File: src/dbu_pkg.sv
`default_nettype none
// ****************************************************************
// shared constants
// ****************************************************************
package dbu_pkg;
    localparam int CH_COUNT = 20;
    localparam int CODE_W = 10;
    localparam int ADDR_W = 5;
    localparam logic [9:0] MIDSCALE = 10'h200;
    localparam logic [4:0] ADDR_LAST = 5'h13;
    localparam logic [4:0] ADDR_STEP = 5'h01;
    localparam logic [2:0] ADDR_PAD = 3'h0;
    localparam int CMD_BIT = 7;
    localparam int MSB_HI = 1;
    localparam logic [3:0] CNT_ZERO = 4'h0;
    localparam logic [3:0] CNT_STEP = 4'h1;
    localparam logic [3:0] CNT_LAST_BIT = 4'h7;
    localparam logic [3:0] CNT_ACK = 4'h8;
    localparam logic [3:0] CNT_ACK_HOLD = 4'h9;
    localparam logic [6:0] DEV_ADDR_DEFAULT = 7'h2a;

    typedef enum logic [5:0] {
        ST_IDLE = 6'h01,
        ST_DEV = 6'h02,
        ST_DAC = 6'h04,
        ST_MSB = 6'h08,
        ST_LSB = 6'h10,
        ST_SKIP = 6'h20
    } dbu_state_e;
endpackage
`default_nettype wire

File: src/dbu_byte_if.sv
`default_nettype none
// ****************************************************************
// byte carrier between link receiver and update control
// ****************************************************************
interface dbu_byte_if;
    logic start;
    logic stop;
    logic byte_valid;
    logic [7:0] byte_data;
    logic ack;
    modport rx (output start, output stop, output byte_valid, output byte_data, input ack);
    modport ctl (input start, input stop, input byte_valid, input byte_data, output ack);
endinterface
`default_nettype wire

File: src/dbu_link_rx.sv
`default_nettype none
module dbu_link_rx
    import dbu_pkg::*;
(
    input wire logic clock_i,
    input wire logic rst_i,
    input wire logic scl_i,
    input wire logic sda_i,
    output logic sda_o,
    output logic sda_oe_o,
    dbu_byte_if.rx link
);
    // ****************************************************************
    // pin synchronisers and edge history
    // ****************************************************************
    logic scl_m, scl_q, scl_d, sda_m, sda_q, sda_d;
    always_ff @(posedge clock_i or posedge rst_i) begin
        if (rst_i) begin
            scl_m <= 1'b1;
            scl_q <= 1'b1;
            scl_d <= 1'b1;
            sda_m <= 1'b1;
            sda_q <= 1'b1;
            sda_d <= 1'b1;
        end else begin
            scl_m <= scl_i;
            scl_q <= scl_m;
            scl_d <= scl_q;
            sda_m <= sda_i;
            sda_q <= sda_m;
            sda_d <= sda_q;
        end
    end

    logic scl_rise, scl_fall, start_seen, stop_seen;
    assign scl_rise = scl_q & ~scl_d;
    assign scl_fall = ~scl_q & scl_d;
    assign start_seen = scl_q & scl_d & sda_d & ~sda_q;
    assign stop_seen = scl_q & scl_d & ~sda_d & sda_q;

    // ****************************************************************
    // bit shifter and acknowledge drive
    // ****************************************************************
    logic [3:0] cnt, next_cnt;
    logic [7:0] shift, next_shift;
    logic drive, next_drive;
    logic valid, next_valid;
    always_comb begin
        next_cnt = cnt;
        next_shift = shift;
        next_drive = drive;
        next_valid = 1'b0;
        if (start_seen || stop_seen) begin
            next_cnt = CNT_ZERO;
            next_drive = 1'b0;
        end else if (scl_rise && cnt <= CNT_LAST_BIT) begin
            next_shift = {shift[6:0], sda_q};
            next_cnt = cnt + CNT_STEP;
            next_valid = (cnt == CNT_LAST_BIT);
        end else if (scl_fall && cnt == CNT_ACK) begin
            next_drive = link.ack;
            next_cnt = CNT_ACK_HOLD;
        end else if (scl_fall && cnt == CNT_ACK_HOLD) begin
            next_drive = 1'b0;
            next_cnt = CNT_ZERO;
        end
    end

    always_ff @(posedge clock_i or posedge rst_i) begin
        if (rst_i) begin
            cnt <= CNT_ZERO;
            shift <= 8'h00;
            drive <= 1'b0;
            valid <= 1'b0;
        end else begin
            cnt <= next_cnt;
            shift <= next_shift;
            drive <= next_drive;
            valid <= next_valid;
        end
    end

    assign link.start = start_seen;
    assign link.stop = stop_seen;
    assign link.byte_valid = valid;
    assign link.byte_data = shift;
    assign sda_o = 1'b0;
    assign sda_oe_o = ~drive;
endmodule // dbu_link_rx
`default_nettype wire

File: src/dbu_top.sv
`default_nettype none
// Function
// - a new code written over the link with bit 15 zero lands only in the channel's holding register, outputs unchanged.
// - the load strobe pin copies every holding register into the active outputs.
// - a data write whose bit 15 is one acts as a software transfer of all channels.
// - that software transfer happens when the last data bit of the commanding write arrives.
// - at reset every holding and active code is midscale.
// - each code arrives as two bytes, upper first, bits 9..8 from the upper byte's low bits.
// - a holding register is written only after both bytes, then the address steps to the next channel; after channel 19 further bytes are ignored.
// - only channel address bytes with upper three bits zero and address 0 to 19 are acknowledged.
module dbu_top
    import dbu_pkg::*;
#(
    parameter logic [6:0] DEV_ADDR = DEV_ADDR_DEFAULT // arbitrary value
) (
    input wire logic clock_i,
    input wire logic rst_i,
    input wire logic scl_i,
    input wire logic sda_i,
    output logic sda_o,
    output logic sda_oe_o,
    input wire logic load_strobe_pin_n_i,
    output logic [CH_COUNT*CODE_W-1:0] dac_code_o,
    output logic transfer_o
);
    // ****************************************************************
    // link receiver
    // ****************************************************************
    dbu_byte_if link ();

    dbu_link_rx u_rx (
        .clock_i(clock_i),
        .rst_i(rst_i),
        .scl_i(scl_i),
        .sda_i(sda_i),
        .sda_o(sda_o),
        .sda_oe_o(sda_oe_o),
        .link(link)
    );

    // ****************************************************************
    // load strobe synchroniser
    // ****************************************************************
    logic ld_m, ld_q;
    always_ff @(posedge clock_i or posedge rst_i) begin
        if (rst_i) begin
            ld_m <= 1'b1;
            ld_q <= 1'b1;
        end else begin
            ld_m <= load_strobe_pin_n_i;
            ld_q <= ld_m;
        end
    end

    // ****************************************************************
    // write sequencer
    // ****************************************************************
    dbu_state_e state, next_state;
    logic [ADDR_W-1:0] ptr, next_ptr;
    logic [1:0] upper, next_upper;
    logic cmd, next_cmd;
    logic ack, next_ack;
    logic wr_en;
    logic sw_load;
    logic [CODE_W-1:0] wr_code;

    // ****************************************************************
    // byte decode
    // ****************************************************************
    logic dev_match;
    logic chan_ok;
    assign dev_match = (link.byte_data[7:1] == DEV_ADDR) && !link.byte_data[0];
    assign chan_ok = (link.byte_data[7:5] == ADDR_PAD) && (link.byte_data[4:0] <= ADDR_LAST);

    always_comb begin
        next_state = state;
        next_ptr = ptr;
        next_upper = upper;
        next_cmd = cmd;
        next_ack = ack;
        wr_en = 1'b0;
        sw_load = 1'b0;
        wr_code = {upper, link.byte_data};
        if (link.start) begin
            next_state = ST_DEV;
            next_ack = 1'b0;
        end else if (link.stop) begin
            next_state = ST_IDLE;
            next_ack = 1'b0;
        end else if (link.byte_valid) begin
            next_ack = 1'b0;
            case (state)
                ST_DEV: begin
                    if (dev_match) begin
                        next_state = ST_DAC;
                        next_ack = 1'b1;
                    end else begin
                        next_state = ST_SKIP;
                    end
                end
                ST_DAC: begin
                    if (chan_ok) begin
                        next_ptr = link.byte_data[4:0];
                        next_state = ST_MSB;
                        next_ack = 1'b1;
                    end else begin
                        next_state = ST_SKIP;
                    end
                end
                ST_MSB: begin
                    next_upper = link.byte_data[MSB_HI:0];
                    next_cmd = link.byte_data[CMD_BIT];
                    next_state = ST_LSB;
                    next_ack = 1'b1;
                end
                ST_LSB: begin
                    wr_en = 1'b1;
                    sw_load = cmd;
                    next_ack = 1'b1;
                    if (ptr == ADDR_LAST) begin
                        next_state = ST_SKIP;
                    end else begin
                        next_ptr = ptr + ADDR_STEP;
                        next_state = ST_MSB;
                    end
                end
                ST_IDLE: begin
                    next_state = ST_IDLE;
                end
                ST_SKIP: begin
                    next_state = ST_SKIP;
                end
                default: begin
                    next_state = ST_IDLE;
                end
            endcase
        end
    end

    // ****************************************************************
    // sequencer registers
    // ****************************************************************
    always_ff @(posedge clock_i or posedge rst_i) begin
        if (rst_i) begin
            state <= ST_IDLE;
            ptr <= '0;
            upper <= 2'h0;
            cmd <= 1'b0;
            ack <= 1'b0;
        end else begin
            state <= next_state;
            ptr <= next_ptr;
            upper <= next_upper;
            cmd <= next_cmd;
            ack <= next_ack;
        end
    end

    // ****************************************************************
    // link acknowledge
    // ****************************************************************
    assign link.ack = ack;

    // ****************************************************************
    // holding and active register banks
    // ****************************************************************
    // ****************************************************************
    // transfer decision
    // ****************************************************************
    logic pin_load;
    logic load_all;
    logic next_transfer;
    always_comb begin
        pin_load = ~ld_q;
        load_all = sw_load | pin_load;
        next_transfer = load_all;
    end

    always_ff @(posedge clock_i or posedge rst_i) begin
        if (rst_i) begin
            transfer_o <= 1'b0;
        end else begin
            transfer_o <= next_transfer;
        end
    end

    logic [CODE_W-1:0] hold [CH_COUNT];
    logic [CODE_W-1:0] next_hold [CH_COUNT];
    logic [CODE_W-1:0] active [CH_COUNT];
    logic [CODE_W-1:0] next_active [CH_COUNT];

    // ****************************************************************
    // per channel next values and outputs
    // ****************************************************************
    genvar g;
    generate
        for (g = 0; g < CH_COUNT; g++) begin : g_ch
            assign next_hold[g] = (wr_en && ptr == ADDR_W'(g)) ? wr_code : hold[g];
            assign next_active[g] = load_all ? next_hold[g] : active[g];
            assign dac_code_o[g*CODE_W +: CODE_W] = active[g];
        end
    endgenerate

    // ****************************************************************
    // bank registers
    // ****************************************************************
    always_ff @(posedge clock_i or posedge rst_i) begin
        if (rst_i) begin
            for (int i = 0; i < CH_COUNT; i++) begin
                hold[i] <= MIDSCALE;
                active[i] <= MIDSCALE;
            end
        end else begin
            for (int i = 0; i < CH_COUNT; i++) begin
                hold[i] <= next_hold[i];
                active[i] <= next_active[i];
            end
        end
    end
endmodule // dbu_top
`default_nettype wire

File: config.mk
export PLATFORM = sky130hd
export DESIGN_NAME = dbu_top
export DESIGN_NICKNAME = d
export VERILOG_FILES = /design/src/dbu_pkg.sv /design/src/dbu_byte_if.sv /design/src/dbu_link_rx.sv /design/src/dbu_top.sv
export SDC_FILE = /design/constraint.sdc
export NUM_CORES = 1
export LEC_CHECK = 0
export BUFFER_PORTS_ARGS = -buffer_cell sky130_fd_sc_hd__buf_2
export CORE_MARGIN = 2
export CORE_UTILIZATION = 48
export CTS_CLUSTER_DIAMETER = 40
export CTS_CLUSTER_SIZE = 40
export DETAILED_ROUTE_END_ITERATION = 6
export GPL_TIMING_DRIVEN = 0
export HOLD_SLACK_MARGIN = 0.02
export PLACE_DENSITY_LB_ADDON = 0.05
export SYNTH_ARGS = -nofsm -noshare
export SYNTH_HDL_FRONTEND = slang
export SYNTH_SLANG_ARGS = --single-unit
File: constraint.sdc
create_clock -name clock_i -period 16.9 [get_ports clock_i]
set_input_delay 1.69 -clock clock_i [delete_from_list [all_inputs] [get_ports clock_i]]
set_output_delay 1.69 -clock clock_i [all_outputs]
set_load 0.02 [all_outputs]
==> impl_metrics.env, run 1 <==
export IMPL_cts_tree="done"
export IMPL_pwr_share_seq_pct=41.9
export IMPL_finalSetupViolCount=0
export IMPL_rsz0062_at_grt="no"
export IMPL_synth_ff_type="dfrtp_1"
export IMPL_cp_arrival_ns=3.80
export IMPL_place_area_um2=20600
export IMPL_grt_pass1_vias=15471
export IMPL_wirelength_um=60500
export IMPL_stdcell_count=2597
export IMPL_post_route_drc_count=0
export IMPL_hpwl_um=40000
export IMPL_p_sw_mw=0.783
export IMPL_ys_types=60
export IMPL_portBuffers=206
export IMPL_syn_to_final_growth_pct=19.9
export IMPL_cp_required_ns=17.38
export IMPL_synth_area_um2=18900
export IMPL_fmax_mhz=301
export IMPL_numCtsBuffers=56
export IMPL_seqCellArea_um2=11000
export IMPL_place_inst=2493
export IMPL_postRouteAntennaNets=0
export IMPL_syn_nets=1779
export IMPL_fin_total_pwr_mw=2.74
export IMPL_fp_dieW_um=202
export IMPL_viasPerCell=6.16
export IMPL_die_area_um2=40900
export IMPL_clk_path_buf_depth=3
export IMPL_wl_met1_um=26900
export IMPL_crit_type="reg -> reg"
export IMPL_ys_warn_count=0
export IMPL_route_met3_wl_um=3970
export IMPL_synth_seq_cells=438
export IMPL_hold_viol=0
export IMPL_status="finished clean"
export IMPL_grt_pass1_wl_um=93000
export IMPL_antennaDiodeCount=0
export IMPL_clk_latency_ns=0.62
export IMPL_cts_sinks=438
export IMPL_drive_gt1_share_pct=22.1
export IMPL_drtIter0Drc=1333
export IMPL_grt_max_degree=125
export IMPL_nNetsFinal=2046
export IMPL_hold_path_class="reg -> reg"
export IMPL_multi_input_area_um2=6830
export IMPL_async_flop_share_pct=100
export IMPL_tightest_slew_ns=1.32
export IMPL_routedWlPerCell_um=23.3
export IMPL_fp_dieH_um=202
export IMPL_cts_resized=0
export IMPL_final_area_um2=22600
export IMPL_max_cap_viol_count=0
export IMPL_pin_count=208
export IMPL_grt_overflow_total=0
export IMPL_antenna_found_initial=0
export IMPL_core_um2=38700
export IMPL_highest_layer="met4"
export IMPL_power_density_nw_per_um2=121
export IMPL_root_buffer="clkbuf_16"
export IMPL_slew_headroom_pct=11.7
export IMPL_min_period_over_period_pct=19.6
export IMPL_combPwrFrac_pct=12.2
export IMPL_finalMaxSlewViolations=0
export IMPL_vias=16000
export IMPL_netSwitchingFraction_pct=28.6
export IMPL_initial_utilization_pct=48.7
export IMPL_cp_start_kind="flop"
export IMPL_core_rowCount=72
export IMPL_worst_clock_skew_ns=0.0170
export IMPL_syn_instance_count=1766
export IMPL_htree_levels=2
export IMPL_cp_max_fo=10
export IMPL_avgSynthCellArea_um2=10.7
export IMPL_num_fill_cells=3400
export IMPL_peakVddDrop_v=0.0000839
export IMPL_p_int_mw=1.96
export IMPL_setup_slack_ns=13.58
export IMPL_post_cts_setup_buffers=0
export IMPL_clockPowerShare_pct=45.9
export IMPL_fin_crit_ns=3.32
export IMPL_drt_pass1_iter_count=6
export IMPL_hold_buffers=0
export IMPL_gp_congestion=0.860
export IMPL_grtUsageTotal_pct=29.5
export IMPL_dp_slack_ns=13.47
export IMPL_wl_met2_um=27900
export IMPL_power_leakage_nw=10.7
export IMPL_ys_seq_area_share_pct=58.5
export IMPL_endpoint_kind="flop"
export IMPL_synth_edff_count=0
export IMPL_clk_pin_slew_ns=0.06
kinds of logic after synthesis:
group | share of synthesized area, %
xor gates and xnor gates | 0.186
muxes | 2.86
buffers and inverters | 5.32
AOI/OAI and AO/OA | 16.2
adders and majority gates | 0.531
DFF | 58.5
other | 0.0199
and+or+nand+nor | 16.4
per-layer routing:
metal,track usage (%),up-vias
met2,45.3,609
met3,5.11,120
li1,-,7175
met5,0,-
met1,42.7,8096
met4,10.1,0
worst max-delay path, cell delays in order, from the launching register on:
cell	delay [ns]
dfrtp_1	0.37
buf_6	0.14
nor4b_1	1.04
clkbuf_1	0.42
o2111ai_1	0.73
nand2_1	0.36
a31oi_1	0.13
cell usage in the layout, fill, tap and decap left out, drive strengths merged, types with 9 or more instances in the layout:
cell,synthesis,layout
o2111ai,21,21
a211oi,182,182
nand2,383,383
clkinv,0,9
nor4bb,13,13
o2bb2ai,10,10
nand4,171,171
clkbuf,124,202
dfrtp,389,389
nand3,17,17
buf,63,272
mux2,41,41
dfstp,49,49
o21ai,10,10
inv,14,21
a31oi,181,181
power by group through the flow:
stage	combinational (mW)	clock [mW]	sequential (mW)
finish	0.335	1.26	1.15
global route	0.354	1.31	1.15
CTS	0.330	1.27	1.15
detailed placement	0.329	0	1.16
global placement	0.325	0	1.16
floorplan	0.146	0	1.18
cells in the mapped netlist (8+ instances only):
cell         n  area (um^2)
a211oi_1   182         1370
a31oi_1    181         1130
buf_2       25          125
buf_4       11         82.6
buf_6       22          248
clkbuf_1   124          465
dfrtp_1    389         9730
dfstp_2     49         1290
ha_1         8          100
inv_1       13         48.8
mux2_2      31          349
mux2_4      10          150
nand2_1    383         1440
nand3_1     17         85.1
nand4_1    171         1070
nor2b_1      8         50.1
nor4b_1      8         70.1
nor4bb_1    13          130
o2111ai_1   21          184
o21ai_0     10         50.1
o2bb2ai_1   10         87.6
state kept, by name, summed over array words and instances (netlist names), 2 cells and up:
signal	cells
u_rx.link.byte_data	8
u_rx.cnt	4
ptr	5
upper	2
dac_code_o	200
hold	200
state	6
per-stage QoR:
stage / util (%) / hold WS (ns) / setup TNS, ns
finish: 58.3 / 0.355 / 0
global placement: 53.0 / 0.346 / -674.96
CTS: 58.3 / 0.357 / 0
floorplan: - / 0.345 / 0
detailed placement: 53.2 / 0.347 / 0
global route: 58.3 / 0.359 / 0
path summary, 6_finish.rpt:
path | cells past startpoint | startpoint | endpoint | slack, ns
min in group asynchronous | 2 | rst_i | dac_code_o[96] | 1.14
min | 0 | u_rx.scl_m | u_rx.scl_q | 0.36
max reg2reg | 6 | state[2] | dac_code_o[22] | 13.58
min reg2reg | 0 | u_rx.scl_m | u_rx.scl_q | 0.36
max in group asynchronous | 4 | rst_i | hold[27] | 14.22
max | 6 | state[2] | dac_code_o[22] | 13.58
final cells by class:
class / instances / area share (%)
sequential: 438 / 48.8
timing repair buffer: 209 / 4.93
inverter: 14 / 0.266
clock buffer: 78 / 7.15
tap: 518 / 2.87
buffer: 187 / 4.21
clock inverter: 26 / 1.62
multi-input combinational: 1127 / 30.2
Power figures use the tool's default switching activity.
==> inputs of run 2 (changes only) <==
Clock period 16.9 ns to 3.1 ns, I/O delays scaled along.
==> impl_metrics.env, run 2 (synthesized netlist as in run 1, its figures left out) <==
export IMPL_clockPowerShare_pct=47.4
export IMPL_numCtsBuffers=61
export IMPL_drive_gt1_share_pct=23.2
export IMPL_power_density_nw_per_um2=668
export IMPL_tns_ns=0
export IMPL_finish_utilization_pct=59.3
export IMPL_layout_commonest_cell="dfrtp_1"
export IMPL_stdcell_count=2618
export IMPL_viasPerCell=6.12
export IMPL_fmax_mhz=334
export IMPL_finalMaxSlewViolations=0
export IMPL_hold_viol=0
export IMPL_cp_max_fo=10
export IMPL_htree_levels=2
export IMPL_r2r_start="state[0]"
export IMPL_cts_tree="done"
export IMPL_max_cap_viol_count=0
export IMPL_fp_dieH_um=202
export IMPL_core_um2=38700
export IMPL_hold_path_class="in -> reg"
export IMPL_peakVddDrop_v=0.000605
export IMPL_mostFrequentLayoutCells="389 x dfrtp_1, 383 x nand2_1, 231 x buf_2, 182 x a211oi_1, 181 x a31oi_1"
export IMPL_pwr_share_seq_pct=40.7
export IMPL_crit_type="reg -> reg"
export IMPL_grt_pass1_wl_um=94100
export IMPL_fin_total_pwr_mw=15.4
export IMPL_busiest_layer="met2"
export IMPL_grt_max_degree=45
export IMPL_combPwrFrac_pct=12.0
export IMPL_timing_reg2reg_setup_slack_ns=0.11
export IMPL_worst_clock_skew_ns=0.0194
export IMPL_core_rowCount=72
export IMPL_grtUsageTotal_pct=29.7
export IMPL_worstRegToRegCells=7
export IMPL_setup_slack_ns=0.106
export IMPL_antennaDiodeCount=0
export IMPL_drtIter0Drc=1312
export IMPL_min_to="ld_m"
export IMPL_rsz0062_at_grt="yes"
export IMPL_grt_pass1_vias=15850
export IMPL_status="finished clean"
export IMPL_power_leakage_nw=10.9
export IMPL_hpwl_um=41000
export IMPL_cp_start_kind="flop"
export IMPL_portBuffers=206
export IMPL_postRouteAntennaNets=0
export IMPL_min_path_cells=2
export IMPL_worstHoldStart="load_strobe_pin_n_i"
export IMPL_netSwitchingFraction_pct=28.7
export IMPL_drt_pass1_iter_count=6
export IMPL_clk_latency_ns=0.62
export IMPL_p_int_mw=11.0
export IMPL_cp_required_ns=3.59
export IMPL_gp_congestion=0.853
export IMPL_clk_pin_slew_ns=0.06
export IMPL_dp_slack_ns=-0.174
export IMPL_slew_headroom_pct=16.7
export IMPL_post_route_drc_count=0
export IMPL_min_period_over_period_pct=96.6
export IMPL_fin_crit_ns=2.99
export IMPL_wirelength_um=60500
export IMPL_clk_path_buf_depth=3
export IMPL_use_met1_pct=41.6
export IMPL_cts_sinks=438
export IMPL_vias=16013
export IMPL_grt_overflow_total=0
export IMPL_die_area_um2=40900
export IMPL_post_cts_setup_buffers=0
export IMPL_reg2reg_to="dac_code_o[91]"
export IMPL_tightest_slew_ns=1.25
export IMPL_place_inst=2501
export IMPL_finalSetupViolCount=0
export IMPL_routedWlPerCell_um=23.1
export IMPL_pin_count=208
export IMPL_syn_to_final_growth_pct=21.9
export IMPL_p_sw_mw=4.40
export IMPL_antenna_found_initial=0
export IMPL_cp_arrival_ns=3.48
export IMPL_nNetsFinal=2063
export IMPL_root_buffer="clkbuf_16"
export IMPL_fp_dieW_um=202
export IMPL_endpoint_kind="flop"
export IMPL_met3_usage_pct=5.48
export IMPL_grt_use_met2_pct=45.8
export IMPL_initial_utilization_pct=48.7
[run 2: how the worst max path moves through the flow]
stage          startpoint              end  slack (ns)  depth (start not counted)
4_1_cts            ptr[0]  dac_code_o[196]        0.12                          5
2_1_floorplan       rst_i              ack       -3.09                          1
5_1_grt            ptr[0]  dac_code_o[194]       -0.08                          5
3_5_place_dp     state[2]   dac_code_o[22]       -0.17                          6
3_3_place_gp        rst_i  dac_code_o[195]       -5.73                          2
6_report         state[0]   dac_code_o[91]        0.11                          7
[run 2: worst max-delay path, cell delays in order, from the launching register on]
cell       delay [ns]
dfstp_2          0.36
clkbuf_1         0.21
nor3b_1          0.30
clkbuf_1         0.41
buf_1            0.45
o2111ai_1        0.72
nand2_1          0.30
a31oi_1          0.11
[run 2: per-stage QoR]
| step | hold WS (ns) | instance area (um^2) |
|---|---|---|
| 4_1_cts | 0.309 | 23000 |
| 3_5_place_dp | 0.349 | 20800 |
| 2_1_floorplan | 0.314 | 18900 |
| 6_report | 0.331 | 23000 |
| 3_3_place_gp | 0.346 | 20500 |
| 5_1_grt | 0.323 | 23000 |
[run 2: final cells by class]
class | count | area [um^2]
Inverter | 14 | 56.3
Multi-Input combinational cell | 1127 | 6860
Tap cell | 518 | 648
Buffer | 187 | 951
Fill cell | 3310 | 15800
Clock buffer | 74 | 1660
Clock inverter | 39 | 503
Sequential cell | 438 | 11000
Timing Repair Buffer | 221 | 1290
[run 2: timing repair]
action	4_1_cts	5_1_grt
resized for setup	1	4
hold buffers	4	0
setup endpoints to repair	252	36
endpoints found under the hold margin	30	0
[run 2: power groups by stage]
stage,Combinational [mW],Clock (mW),Sequential [mW]
detailed placement,1.82,0,6.34
floorplan,0.799,0,6.43
finish,1.84,7.28,6.25
global placement,1.76,0,6.34
CTS,1.82,7.35,6.25
global route,1.95,7.60,6.27
[run 2: layer usage]
metal | share of wire [%] | wire, um
met1 | 43 | 26300
met5 | 0 | 0
met4 | 3.6 | 2180
met3 | 7.0 | 4250
met2 | 46 | 27800
==> inputs of run 3 (changes only) <==
Settings changed: CORE_ASPECT_RATIO set to 1.1, SLEW_MARGIN set to 15.
==> impl_metrics.env, run 3 (synthesized netlist as in run 1, its figures left out) <==
export IMPL_r2r_start="state[0]"
export IMPL_pwr_share_seq_pct=41.3
export IMPL_setup_slack_ns=0.0716
export IMPL_clockPowerShare_pct=46.6
export IMPL_cp_max_fo=10
export IMPL_min_path_cells=0
export IMPL_netSwitchingFraction_pct=27.8
export IMPL_routedWlPerCell_um=22.7
export IMPL_power_density_nw_per_um2=661
export IMPL_nNetsFinal=2060
export IMPL_holdWs_ns=0.355
export IMPL_slew_headroom_pct=19.4
export IMPL_place_area_um2=20800
export IMPL_combPwrFrac_pct=12.2
export IMPL_pin_count=208
export IMPL_max_cap_viol_count=0
export IMPL_reg2reg_to="dac_code_o[111]"
export IMPL_gp_congestion=0.860
export IMPL_crit_type="reg -> reg"
export IMPL_mostFrequentLayoutCells="389 x dfrtp_1, 383 x nand2_1, 231 x buf_2, 182 x a211oi_1, 181 x a31oi_1"
export IMPL_violations="design-rule violations"
export IMPL_core_rowCount=76
export IMPL_wirelength_um=59100
export IMPL_clk_latency_ns=0.58
export IMPL_grt_pass1_vias=15371
export IMPL_drt_pass1_iter_count=7
export IMPL_p_int_mw=10.9
export IMPL_cts_sinks=438
export IMPL_hpwl_um=40200
export IMPL_clk_pin_slew_ns=0.06
export IMPL_timing_reg2reg_setup_slack_ns=0.07
export IMPL_finalSetupViolCount=0
export IMPL_die_area_um2=40900
export IMPL_core_um2=39000
export IMPL_viasPerCell=6.10
export IMPL_vias=15860
export IMPL_worst_clock_skew_ns=0.0263
export IMPL_rsz0062_at_grt="yes"
export IMPL_worstHoldStart="u_rx.scl_m"
export IMPL_tightest_slew_ns=1.21
export IMPL_antennaDiodeCount=0
export IMPL_post_route_drc_count=4
export IMPL_grt_overflow_total=0
export IMPL_status="finished with violations"
export IMPL_hold_path_class="reg -> reg"
export IMPL_endpoint_kind="flop"
export IMPL_grt_pass1_wl_um=91400
export IMPL_p_sw_mw=4.20
export IMPL_drive_gt1_share_pct=22.7
export IMPL_syn_to_final_growth_pct=21.4
export IMPL_fp_dieW_um=193
export IMPL_dp_slack_ns=0.00230
export IMPL_finalMaxSlewViolations=0
export IMPL_initial_utilization_pct=48.4
export IMPL_fin_crit_ns=3.03
export IMPL_drtIter0Drc=1231
export IMPL_final_area_um2=22900
export IMPL_postRouteAntennaNets=0
export IMPL_cp_required_ns=3.54
export IMPL_hold_viol=0
export IMPL_cts_tree="done"
export IMPL_root_buffer="clkbuf_16"
export IMPL_numCtsBuffers=56
export IMPL_layout_commonest_cell="dfrtp_1"
export IMPL_grt_max_degree=37
export IMPL_peakVddDrop_v=0.000465
export IMPL_fin_total_pwr_mw=15.1
export IMPL_fp_dieH_um=212
export IMPL_clk_path_buf_depth=3
export IMPL_min_period_over_period_pct=97.7
export IMPL_cp_arrival_ns=3.47
export IMPL_antenna_found_initial=0
export IMPL_power_leakage_nw=10.8
export IMPL_htree_levels=2
export IMPL_grtUsageTotal_pct=29.3
export IMPL_finish_utilization_pct=58.7
export IMPL_fmax_mhz=330
export IMPL_cp_start_kind="flop"
export IMPL_worstRegToRegCells=7
export IMPL_min_to="u_rx.scl_q"
export IMPL_portBuffers=206
run 3: metal layers:
metal | GRT usage [%] | vias up | wire length, um | share of wire, %
li1 | - | 7188 | - | -
met1 | 42.1 | 7961 | 25700 | 43
met2 | 45.6 | 596 | 27600 | 47
met3 | 4.84 | 115 | 4060 | 6.9
met4 | 8.96 | 0 | 1810 | 3.1
met5 | 0 | - | 0 | 0
run 3: metrics by stage:
step	TNS, ns	std cells
5_1_grt	-18.06	2600
4_1_cts	0	2600
2_1_floorplan	-1272.53	1766
6_report	0	2600
3_3_place_gp	-2357.45	2479
3_5_place_dp	0	2492
run 3: layout make-up:
cell class / instances / area, um^2
fill: 3335 / 16100
sequential: 438 / 11000
multi-input combinational: 1127 / 6860
clock buffer: 72 / 1550
timing repair buffer: 223 / 1330
buffer: 187 / 951
tap: 507 / 634
clock inverter: 32 / 484
inverter: 14 / 56.3
run 3: critical path, cell delays in order (launching register included):
cell	delay, ns
dfstp_2	0.36
clkbuf_1	0.21
nor3b_1	0.36
clkbuf_1	0.44
buf_1	0.41
o2111ai_1	0.69
nand2_1	0.30
a31oi_1	0.12
run 3: repair_timing:
| action | in CTS | in global routing |
|---|---|---|
| endpoints found under the setup margin | 6 | 184 |
| endpoints found under the hold margin | 32 | 0 |
| setup buffers | 0 | 0 |
| gates resized for setup | 1 | 1 |
| hold buffers | 4 | 0 |
run 3: worst max-delay path by stage:
stage	from	endpoint	cells after the start
2_1_floorplan	rst_i	ack	1
3_3_place_gp	rst_i	u_rx.cnt[1]	2
3_5_place_dp	state[2]	dac_code_o[2]	6
4_1_cts	state[0]	dac_code_o[51]	7
5_1_grt	state[0]	dac_code_o[63]	7
6_report	state[0]	dac_code_o[111]	7
run 3: power groups by stage:
stage                     logic [mW]  clock network (mW)  registers [mW]
after floorplan                0.799                   0            6.43
after global placement          1.76                   0            6.34
after detailed placement        1.83                   0            6.33
after CTS                       1.84                7.14            6.23
after global routing            1.96                7.39            6.26
final                           1.84                7.04            6.24
